$ cat src/design/pesel_pkg.sv
// Package of constants and types for the port E low pin function select block.
package pesel_pkg;
    // ------------------------------------------------------------
    // Register map
    // ------------------------------------------------------------
    localparam logic [11:0] PESEL_CTRL2_OFFSET = 12'h000;
    localparam logic [11:0] PESEL_STATUS_OFFSET = 12'h004;
    localparam logic [15:0] PESEL_CTRL2_WMASK = 16'h3fff;
    localparam logic [15:0] PESEL_CTRL2_RESET = 16'h0000;
    // Fields of pins 6, 5, 4 and 0 come up as ones in the 8-bit external boot mode.
    localparam logic [15:0] PESEL_CTRL2_RESET_EXT8 = 16'h3f03;
    localparam int PESEL_NUM_PINS = 7;
    // ------------------------------------------------------------
    // Mode codes
    // ------------------------------------------------------------
    typedef enum logic [1:0] {
        PESEL_MODE_PORT = 2'h0,
        PESEL_MODE_TIMER = 2'h1,
        PESEL_MODE_SERIAL = 2'h2,
        PESEL_MODE_BUS = 2'h3
    } pesel_mode_e;
    // AXI responses.
    localparam logic [1:0] PESEL_RESP_OKAY = 2'h0;
    localparam logic [1:0] PESEL_RESP_SLVERR = 2'h2;
    // Bit of the status register that flags a prohibited code.
    localparam int PESEL_STATUS_BAD_POS = 7;
endpackage

$ cat src/design/pesel_edge_if.sv
// Interface carrying pin levels and edge-mode selects to the edge watcher.
`timescale 1ns/1ps
interface pesel_edge_if #(parameter int N = 2);
    logic [N-1:0] pin_level;
    logic [N-1:0] edge_mode;
    logic [N-1:0] edge_event;
    modport watcher (input pin_level, input edge_mode, output edge_event);
    modport user (output pin_level, output edge_mode, input edge_event);
endinterface

$ cat src/design/pesel_edge_watch.sv
// Falling-edge watcher for pins shared with DMA request or interrupt inputs.
`timescale 1ns/1ps
module pesel_edge_watch
    import pesel_pkg::*;
#(
    parameter int N = 2
) (
    input wire logic clk_sys,
    input wire logic rstn,
    pesel_edge_if.watcher eif
);
    typedef struct packed {
        logic [N-1:0] level;
        logic [N-1:0] mode;
        logic [N-1:0] event_out;
    } pesel_ew_s;
    pesel_ew_s st_ff;
    pesel_ew_s nxt_st;

    if (N < 1) begin : g_bad_width
        $error("N must be at least 1");
    end

    // A pin that is low while the edge mode is switched on counts as an edge, as if it had just fallen.
    always_comb begin
        nxt_st = st_ff;
        nxt_st.level = eif.pin_level;
        nxt_st.mode = eif.edge_mode;
        for (int i = 0; i < N; i++) begin
            nxt_st.event_out[i] = eif.edge_mode[i] & ~eif.pin_level[i] & (st_ff.level[i] | ~st_ff.mode[i]);
        end
    end

    always_ff @(posedge clk_sys or negedge rstn) begin
        if (!rstn) begin
            st_ff <= '0;
        end else begin
            st_ff <= nxt_st;
        end
    end

    assign eif.edge_event = st_ff.event_out;

    a_switch_low_edge: assert property (@(posedge clk_sys) disable iff (!rstn)
        (!eif.pin_level[0] && $rose(eif.edge_mode[0])) |=> eif.edge_event[0])
        else $error("switch to edge mode at low level gave no edge");
endmodule // pesel_edge_watch

$ cat src/design/pesel_top.sv
// Port E low pin function select with AXI4-Lite register access.
//
// Our own choices: the register offsets and the AXI4-Lite interface to the registers.
`timescale 1ns/1ps
// Summary of operation
// - Pin 6: port, timer ch2 A, serial3 clock, or address bit 8.
// - Pin 5: port, timer ch1 B, serial3 transmit, or address bit 7.
// - Pin 4: port, timer ch1 A, serial3 receive, or address bit 6.
// - Pin 3: port or timer ch0 D; codes 10 and 11 forbidden.
// - Pin 2: port or timer ch0 C; codes 10 and 11 forbidden.
// - Pin 1: port or timer ch0 B; codes 10 and 11 forbidden.
// - Pin 0: port, timer ch0 A, or chip select zero; code 10 forbidden.
// - Pin 6,5,4,0 fields reset to ones in 8-bit external boot, else zero.
// - Switching a low pin into edge detection registers an edge.
module pesel_top
    import pesel_pkg::*;
#(
    parameter int EDGE_PINS = 2
) (
    input wire logic clk_sys,
    input wire logic rstn,
    input wire logic boot_ext8,
    input wire logic [31:0] s_axi_awaddr,
    input wire logic s_axi_awvalid,
    output logic s_axi_awready,
    input wire logic [31:0] s_axi_wdata,
    input wire logic [3:0] s_axi_wstrb,
    input wire logic s_axi_wvalid,
    output logic s_axi_wready,
    output logic [1:0] s_axi_bresp,
    output logic s_axi_bvalid,
    input wire logic s_axi_bready,
    input wire logic [31:0] s_axi_araddr,
    input wire logic s_axi_arvalid,
    output logic s_axi_arready,
    output logic [31:0] s_axi_rdata,
    output logic [1:0] s_axi_rresp,
    output logic s_axi_rvalid,
    input wire logic s_axi_rready,
    input wire logic [6:0] port_out,
    input wire logic [6:0] port_oe,
    input wire logic timer_ch2_a_io_o,
    input wire logic timer_ch2_a_io_oe,
    input wire logic timer_ch1_b_io_o,
    input wire logic timer_ch1_b_io_oe,
    input wire logic timer_ch1_a_io_o,
    input wire logic timer_ch1_a_io_oe,
    input wire logic timer_ch0_d_io_o,
    input wire logic timer_ch0_d_io_oe,
    input wire logic timer_ch0_c_io_o,
    input wire logic timer_ch0_c_io_oe,
    input wire logic timer_ch0_b_io_o,
    input wire logic timer_ch0_b_io_oe,
    input wire logic timer_ch0_a_io_o,
    input wire logic timer_ch0_a_io_oe,
    input wire logic serial3_clock_o,
    input wire logic serial3_clock_oe,
    input wire logic serial3_transmit,
    input wire logic [2:0] ext_addr_hi,
    input wire logic chip_select_zero_n,
    input wire logic [6:0] pin_in,
    output logic [6:0] pin_out,
    output logic [6:0] pin_oe,
    output logic [6:0] pin_to_port,
    output logic [6:0] pin_timer_sel,
    output logic serial3_clock_in,
    output logic serial3_receive,
    input wire logic [EDGE_PINS-1:0] edge_pin_level,
    input wire logic [EDGE_PINS-1:0] edge_mode,
    output logic [EDGE_PINS-1:0] edge_event
);
    // ------------------------------------------------------------
    // State
    // ------------------------------------------------------------
    typedef struct packed {
        logic [15:0] ctrl;
        logic boot_pend;
        logic aw_got;
        logic w_got;
        logic [11:0] awaddr;
        logic [31:0] wdata;
        logic [3:0] wstrb;
        logic bvalid;
        logic [1:0] bresp;
        logic rvalid;
        logic [1:0] rresp;
        logic [31:0] rdata;
        logic [6:0] pout;
        logic [6:0] poe;
    } pesel_st_s;
    pesel_st_s st_ff;
    pesel_st_s nxt_st;
    logic [1:0] mode [PESEL_NUM_PINS];
    logic [6:0] bad;

    if (EDGE_PINS < 1 || EDGE_PINS > 8) begin : g_bad_edge_pins
        $error("EDGE_PINS must be 1 to 8");
    end

    // Prohibited codes fall back to the port, so a stray write never lets a peripheral drive the pin.
    function automatic logic [1:0] pesel_legal(input logic [1:0] code, input logic [1:0] allowed_mask);
        if (code == 2'h0 || (code == 2'h3 && allowed_mask[1]) || (code == 2'h2 && allowed_mask[0]) ||
            code == 2'h1) begin
            return code;
        end
        return 2'h0;
    endfunction

    // ------------------------------------------------------------
    // Mode decode
    // ------------------------------------------------------------
    always_comb begin
        mode[6] = pesel_legal(st_ff.ctrl[13:12], 2'h3);
        mode[5] = pesel_legal(st_ff.ctrl[11:10], 2'h3);
        mode[4] = pesel_legal(st_ff.ctrl[9:8], 2'h3);
        mode[3] = pesel_legal(st_ff.ctrl[7:6], 2'h0);
        mode[2] = pesel_legal(st_ff.ctrl[5:4], 2'h0);
        mode[1] = pesel_legal(st_ff.ctrl[3:2], 2'h0);
        mode[0] = pesel_legal(st_ff.ctrl[1:0], 2'h2);
        for (int i = 0; i < PESEL_NUM_PINS; i++) begin
            bad[i] = (mode[i] != st_ff.ctrl[2*i +: 2]);
        end
    end

    // ------------------------------------------------------------
    // Next state
    // ------------------------------------------------------------
    always_comb begin
        logic [15:0] wv;
        logic [6:0] to, toe;
        nxt_st = st_ff;
        wv = st_ff.ctrl;
        to = '0;
        toe = '0;
        // The boot strap is caught on the first clock after reset release.
        if (st_ff.boot_pend) begin
            nxt_st.boot_pend = 1'b0;
            nxt_st.ctrl = boot_ext8 ? PESEL_CTRL2_RESET_EXT8 : PESEL_CTRL2_RESET;
        end
        if (s_axi_awvalid && s_axi_awready) begin
            nxt_st.aw_got = 1'b1;
            nxt_st.awaddr = s_axi_awaddr[11:0];
        end
        if (s_axi_wvalid && s_axi_wready) begin
            nxt_st.w_got = 1'b1;
            nxt_st.wdata = s_axi_wdata;
            nxt_st.wstrb = s_axi_wstrb;
        end
        if (st_ff.aw_got && st_ff.w_got && !st_ff.bvalid) begin
            nxt_st.aw_got = 1'b0;
            nxt_st.w_got = 1'b0;
            nxt_st.bvalid = 1'b1;
            if (st_ff.awaddr[11:2] == PESEL_CTRL2_OFFSET[11:2]) begin
                if (st_ff.wstrb[0]) begin
                    wv[7:0] = st_ff.wdata[7:0];
                end
                if (st_ff.wstrb[1]) begin
                    wv[15:8] = st_ff.wdata[15:8];
                end
                nxt_st.ctrl = wv & PESEL_CTRL2_WMASK;
                nxt_st.bresp = PESEL_RESP_OKAY;
            end else if (st_ff.awaddr[11:2] == PESEL_STATUS_OFFSET[11:2]) begin
                nxt_st.bresp = PESEL_RESP_OKAY;
            end else begin
                nxt_st.bresp = PESEL_RESP_SLVERR;
            end
        end
        if (st_ff.bvalid && s_axi_bready) begin
            nxt_st.bvalid = 1'b0;
        end
        if (s_axi_arvalid && s_axi_arready) begin
            nxt_st.rvalid = 1'b1;
            nxt_st.rresp = PESEL_RESP_OKAY;
            if (s_axi_araddr[11:2] == PESEL_CTRL2_OFFSET[11:2]) begin
                nxt_st.rdata = {16'h0000, st_ff.ctrl};
            end else if (s_axi_araddr[11:2] == PESEL_STATUS_OFFSET[11:2]) begin
                nxt_st.rdata = {24'h000000, |bad, bad};
            end else begin
                nxt_st.rdata = 32'h00000000;
                nxt_st.rresp = PESEL_RESP_SLVERR;
            end
        end else if (st_ff.rvalid && s_axi_rready) begin
            nxt_st.rvalid = 1'b0;
        end
        // Pin output mux.
        for (int i = 0; i < PESEL_NUM_PINS; i++) begin
            to[i] = port_out[i];
            toe[i] = port_oe[i] & (mode[i] == PESEL_MODE_PORT);
        end
        if (mode[6] == PESEL_MODE_TIMER) begin
            to[6] = timer_ch2_a_io_o;
            toe[6] = timer_ch2_a_io_oe;
        end else if (mode[6] == PESEL_MODE_SERIAL) begin
            to[6] = serial3_clock_o;
            toe[6] = serial3_clock_oe;
        end else if (mode[6] == PESEL_MODE_BUS) begin
            to[6] = ext_addr_hi[2];
            toe[6] = 1'b1;
        end
        if (mode[5] == PESEL_MODE_TIMER) begin
            to[5] = timer_ch1_b_io_o;
            toe[5] = timer_ch1_b_io_oe;
        end else if (mode[5] == PESEL_MODE_SERIAL) begin
            to[5] = serial3_transmit;
            toe[5] = 1'b1;
        end else if (mode[5] == PESEL_MODE_BUS) begin
            to[5] = ext_addr_hi[1];
            toe[5] = 1'b1;
        end
        if (mode[4] == PESEL_MODE_TIMER) begin
            to[4] = timer_ch1_a_io_o;
            toe[4] = timer_ch1_a_io_oe;
        end else if (mode[4] == PESEL_MODE_BUS) begin
            to[4] = ext_addr_hi[0];
            toe[4] = 1'b1;
        end
        if (mode[3] == PESEL_MODE_TIMER) begin
            to[3] = timer_ch0_d_io_o;
            toe[3] = timer_ch0_d_io_oe;
        end
        if (mode[2] == PESEL_MODE_TIMER) begin
            to[2] = timer_ch0_c_io_o;
            toe[2] = timer_ch0_c_io_oe;
        end
        if (mode[1] == PESEL_MODE_TIMER) begin
            to[1] = timer_ch0_b_io_o;
            toe[1] = timer_ch0_b_io_oe;
        end
        if (mode[0] == PESEL_MODE_TIMER) begin
            to[0] = timer_ch0_a_io_o;
            toe[0] = timer_ch0_a_io_oe;
        end else if (mode[0] == PESEL_MODE_BUS) begin
            to[0] = chip_select_zero_n;
            toe[0] = 1'b1;
        end
        nxt_st.pout = to;
        nxt_st.poe = toe;
    end

    always_ff @(posedge clk_sys or negedge rstn) begin
        if (!rstn) begin
            st_ff <= '{ctrl: PESEL_CTRL2_RESET, boot_pend: 1'b1, bresp: PESEL_RESP_OKAY,
                       rresp: PESEL_RESP_OKAY, default: '0};
        end else begin
            st_ff <= nxt_st;
        end
    end

    // ------------------------------------------------------------
    // Outputs
    // ------------------------------------------------------------
    // Write channels stall while the strap is caught so a write cannot be overwritten by it.
    assign s_axi_awready = !st_ff.aw_got && !st_ff.boot_pend;
    assign s_axi_wready = !st_ff.w_got && !st_ff.boot_pend;
    assign s_axi_bvalid = st_ff.bvalid;
    assign s_axi_bresp = st_ff.bresp;
    assign s_axi_arready = !st_ff.rvalid;
    assign s_axi_rvalid = st_ff.rvalid;
    assign s_axi_rdata = st_ff.rdata;
    assign s_axi_rresp = st_ff.rresp;
    assign pin_out = st_ff.pout;
    assign pin_oe = st_ff.poe;

    always_comb begin
        for (int i = 0; i < PESEL_NUM_PINS; i++) begin
            pin_to_port[i] = (mode[i] == PESEL_MODE_PORT) & pin_in[i];
            pin_timer_sel[i] = (mode[i] == PESEL_MODE_TIMER);
        end
        serial3_clock_in = (mode[6] == PESEL_MODE_SERIAL) ? pin_in[6] : 1'b0;
        serial3_receive = (mode[4] == PESEL_MODE_SERIAL) ? pin_in[4] : 1'b1;
    end

    pesel_edge_if #(.N(EDGE_PINS)) eif ();
    assign eif.pin_level = edge_pin_level;
    assign eif.edge_mode = edge_mode;
    assign edge_event = eif.edge_event;
    pesel_edge_watch #(.N(EDGE_PINS)) u_edge (
        .clk_sys(clk_sys),
        .rstn(rstn),
        .eif(eif.watcher)
    );

    // ------------------------------------------------------------
    // Checks
    // ------------------------------------------------------------
    a_boot_strap: assert property (@(posedge clk_sys) disable iff (!rstn)
        (st_ff.boot_pend && boot_ext8) |=> st_ff.ctrl == PESEL_CTRL2_RESET_EXT8)
        else $error("ext8 boot did not set the reset fields");
    a_pin6_serial: assert property (@(posedge clk_sys) disable iff (!rstn)
        (st_ff.ctrl[13:12] == 2'h2) |=> (pin_oe[6] == $past(serial3_clock_oe)))
        else $error("pin 6 serial clock enable not routed");
    a_pin5_addr: assert property (@(posedge clk_sys) disable iff (!rstn)
        (st_ff.ctrl[11:10] == 2'h3) |=> (pin_oe[5] && pin_out[5] == $past(ext_addr_hi[1])))
        else $error("pin 5 address bit not routed");
    a_pin4_rx: assert property (@(posedge clk_sys) disable iff (!rstn)
        (st_ff.ctrl[9:8] == 2'h2) |-> (serial3_receive == pin_in[4]))
        else $error("pin 4 receive not routed");
    a_pin3_bad: assert property (@(posedge clk_sys) disable iff (!rstn)
        st_ff.ctrl[7] |=> (pin_oe[3] == $past(port_oe[3])))
        else $error("pin 3 prohibited code not treated as port");
    a_pin2_timer: assert property (@(posedge clk_sys) disable iff (!rstn)
        (st_ff.ctrl[5:4] == 2'h1) |=> (pin_out[2] == $past(timer_ch0_c_io_o)))
        else $error("pin 2 timer not routed");
    a_pin1_timer: assert property (@(posedge clk_sys) disable iff (!rstn)
        (st_ff.ctrl[3:2] == 2'h1) |=> (pin_oe[1] == $past(timer_ch0_b_io_oe)))
        else $error("pin 1 timer enable not routed");
    a_pin0_bad: assert property (@(posedge clk_sys) disable iff (!rstn)
        (st_ff.ctrl[1:0] == 2'h2) |-> (pin_to_port[0] == pin_in[0]) ##1 (pin_oe[0] == $past(port_oe[0])))
        else $error("pin 0 prohibited code not treated as port");
    a_bad_port: assert property (@(posedge clk_sys) disable iff (!rstn)
        st_ff.ctrl[5] |-> pin_timer_sel[2] == 1'b0 && pin_to_port[2] == pin_in[2])
        else $error("prohibited code reached a peripheral");
endmodule // pesel_top

$ cat config.mk
export PLATFORM = sky130hd
export DESIGN_NAME = pesel_top
export DESIGN_NICKNAME = d
export VERILOG_FILES = /design/src/design/pesel_pkg.sv /design/src/design/pesel_edge_if.sv /design/src/design/pesel_edge_watch.sv /design/src/design/pesel_top.sv
export SDC_FILE = /design/constraint.sdc
export NUM_CORES = 1
export LEC_CHECK = 0
export BUFFER_PORTS_ARGS = -buffer_cell sky130_fd_sc_hd__clkbuf_2
export CAP_MARGIN = 20
export CORE_ASPECT_RATIO = 1.1
export CORE_UTILIZATION = 44
export CTS_CLUSTER_DIAMETER = 200
export DETAILED_ROUTE_END_ITERATION = 16
export PLACE_DENSITY = 0.83
export SLEW_MARGIN = 20
export SYNTH_ARGS = -nofsm -noshare
export SYNTH_HDL_FRONTEND = slang
export SYNTH_SLANG_ARGS = --single-unit
export TNS_END_PERCENT = 100
$ cat constraint.sdc
create_clock -name clk_sys -period 2.3 [get_ports clk_sys]
set_input_delay 0.345 -clock clk_sys [delete_from_list [all_inputs] [get_ports clk_sys]]
set_output_delay 0.345 -clock clk_sys [all_outputs]
set_load 0.02 [all_outputs]
==> results.md <==
- I/O Pins: 227
- Routed vias: roughly 2600
- Clock insertion delay at the later pin of the skew report: 340 ps
- Antenna viol nets, final: 0
- Post-DP Area: between 0.004 and 0.005 mm²
- Setup repair after global routing missed its margin: false
- Port Buf Inserts: around 140
- Pre-antenna DRT Iters: 4
- Post-synth cell types: 40
- Status: complete, no violations
- Critical path startpoint: st_ff[91]$_DFFE_PN0P_
- Tot GR Track Use: 0.1735
- WHS: between 15 and 20 ps
- WL/cell: 14.30 µm
- CP Data Required Time: about 2500 ps
- Sequential area share after synthesis: 0.5562
- Std-Cell Rows: 35
- Via-to-Cell Ratio: between 4 and 5
- Post-synth EDFFs: 0
- Slew Limit Headroom: 0.4981
- CTS buffer count: 9
- Fmax: ~520 MHz
- NumNets Final: 570
- Finished Cell Area: approximately 0.0045 mm²
- Dpl hpwl: roughly 5900 µm
- Util after Layout: 0.5396
- CTS tree: done
- Seq cells post-synth: between 80 and 90
- Max Transition Viols Final: 0
- Worst-margin pin slew: 752.9 ps
- Number of hold buffers added after CTS: 0
- Reg-to-reg startpoint: st_ff[91]$_DFFE_PN0P_
- Vias in the first global route: ~2500
- Total global routing overflow: 0
- Synth Flop Type: dfrtp_1
- CTS max path bufs: 2
- Hold Crit Class: in2async
- Worst VDD drop: slightly above 0.7 mV
- Tmin final: ~1900 ps
- Fraction of layout instances using a drive strength above 1: 0.5083
- Max Cap Viol: 0
- # setup viols final: 0
- Synth Warn #: 0
- Pleak: 2.292 nW
- CTS root buf: clkbuf_8
- Most frequent cells in the layout: clkbuf_2, dfrtp_1, mux2_2, conb_1, a22o_1
- Largest net degree at the start of global routing: 52
- First-pass GRT wire length: ~12000 µm
- Die height: 99.80 µm
- Setup Buffers After CTS: 0
- Reg2Reg Depth: 4
- Fin. Hold Viols: 0
- Clock Skews: ~10 ps
- Power per cell area: approximately 850 mW/mm²
- Initial core utilization: 0.4551
- Diode count: 0
- Mapped Area: between 0.003 and 0.004 mm²
- Final RePlAce weighted congestion: 0.7445
- Worst Path Max Fanout: 8
- Remaining DRCs: 0
- WP data arrival: ~2200 ps
- Core region area: 0.008408 mm²
- Final Cycle Share: 0.8346
- Post-synthesis async set-or-reset flop share: 1.000
- Initial antenna violation count: 0
- Drt total wl: ~7600 µm
- Setup CP Type: reg2reg
- Final worst slack: about 380 ps
- P&R area growth vs syn: 18.57%
- CP endpoint kind: flop
- Startpoint Class: flop
- 1st-iter DRT viols: 95
- Avg Inst Size Synth: 12.59 µm²
- Die area: 0.009073 mm²
- Total negative slack: 0 ps
- H-tree depth: 3
- DP Worst Slack: roughly 380 ps
- Post-cts sizing count: 0
- Die Wd: just over 90 µm
- R2r endpoint: st_ff[104]$_DFFE_PN0P_
- Clk pin slew, worst setup/hold paths: ~80 ps
- Clock Sinks: between 80 and 90
- Most common cell after layout, fill and taps aside: clkbuf_2
- Reg2Reg Setup Slack: 380 ps
- Syn Inst Count: ~300
[report_power, final]
part,internal (mW),switching [mW],total [mW]
Sequential,1.80,0.231,2.04
Clock,0.530,0.524,1.05
Combinational,0.404,0.369,0.773
[synthesized netlist by cell type, drive strengths merged (2+ instances only)]
master   n  area (µm²)
dfrtp   84        2102
buf     59       431.7
mux2    34       386.6
a22o    17       148.9
nor2b   16       100.1
nand2   12       45.04
nor2    11       41.29
o221a    8       90.09
mux2i    7       73.82
o21ai    7       35.03
and2     6       38.79
clkbuf   6       22.52
a21oi    5       25.02
nor3b    4       30.03
inv      3       11.26
nor4     3       33.78
or3      3       18.77
a21o     2       15.01
mux4     2       45.04
or3b     2       17.52
[through the flow]
step                      total power, mW  instances
after CTS                           3.918        532
after floorplan                     2.619        322
final                               3.863        532
after detailed placement            2.855        516
after global routing                4.085        532
after global placement              2.785        516
[cell type report]
cell class	instances	area [µm²]
timing repair buffer	148	753.2
tap	111	138.9
sequential	85	2128
clock inverter	6	61.31
fill	757	3871
multi-input combinational	169	1306
inverter	3	11.26
clock buffer	10	137.6
[state kept, by name, indices dropped and copies added (netlist names)]
signal and flops:
pin_out 7, st_ff 45, s_axi_rresp 1, s_axi_bvalid 1, pin_oe 7, u_edge.st_ff 4
s_axi_rdata 16, s_axi_bresp 1, s_axi_rvalid 1, u_edge.eif.edge_event 2
[layer usage]
layer  wire (µm)  part of all wire  vias up  global-route usage
met4          93             0.012        0             0.05495
li1            -                 -     1217                   -
met3         515             0.068        7             0.05530
met5           0                 0        -                   0
met2        3715              0.49       99              0.2861
met1        3284              0.43     1242              0.2191
[worst max path at each step]
stage,slack (ps),to,cells past startpoint
after floorplan,540,st_ff[103]$_DFFE_PN0P_,5
final,380,st_ff[104]$_DFFE_PN0P_,4
after CTS,350,st_ff[103]$_DFFE_PN0P_,4
after global routing,260,st_ff[104]$_DFFE_PN0P_,4
after global placement,400,st_ff[103]$_DFFE_PN0P_,4
after detailed placement,380,st_ff[103]$_DFFE_PN0P_,4
[kinds of logic (layout without fill, tap and decap cells)]
kind of cell           after synthesis  count (layout)  synth area share
flip-flops                          85              85            0.5562
other                                1              19         0.0009801
multiplexers                        43              43            0.1321
AO/OA/AOI/OAI                       45              45           0.09418
AND/OR/NAND/NOR                     62              62           0.09483
buffers and inverters               68             167            0.1216
[worst max-delay path: stages (launching register included)]
cell and delay [ps]:
dfrtp_1 410, nor4_4 300, and4_1 440, mux2_2 390, o221a_2 260
Power figures use the tool's default switching activity.
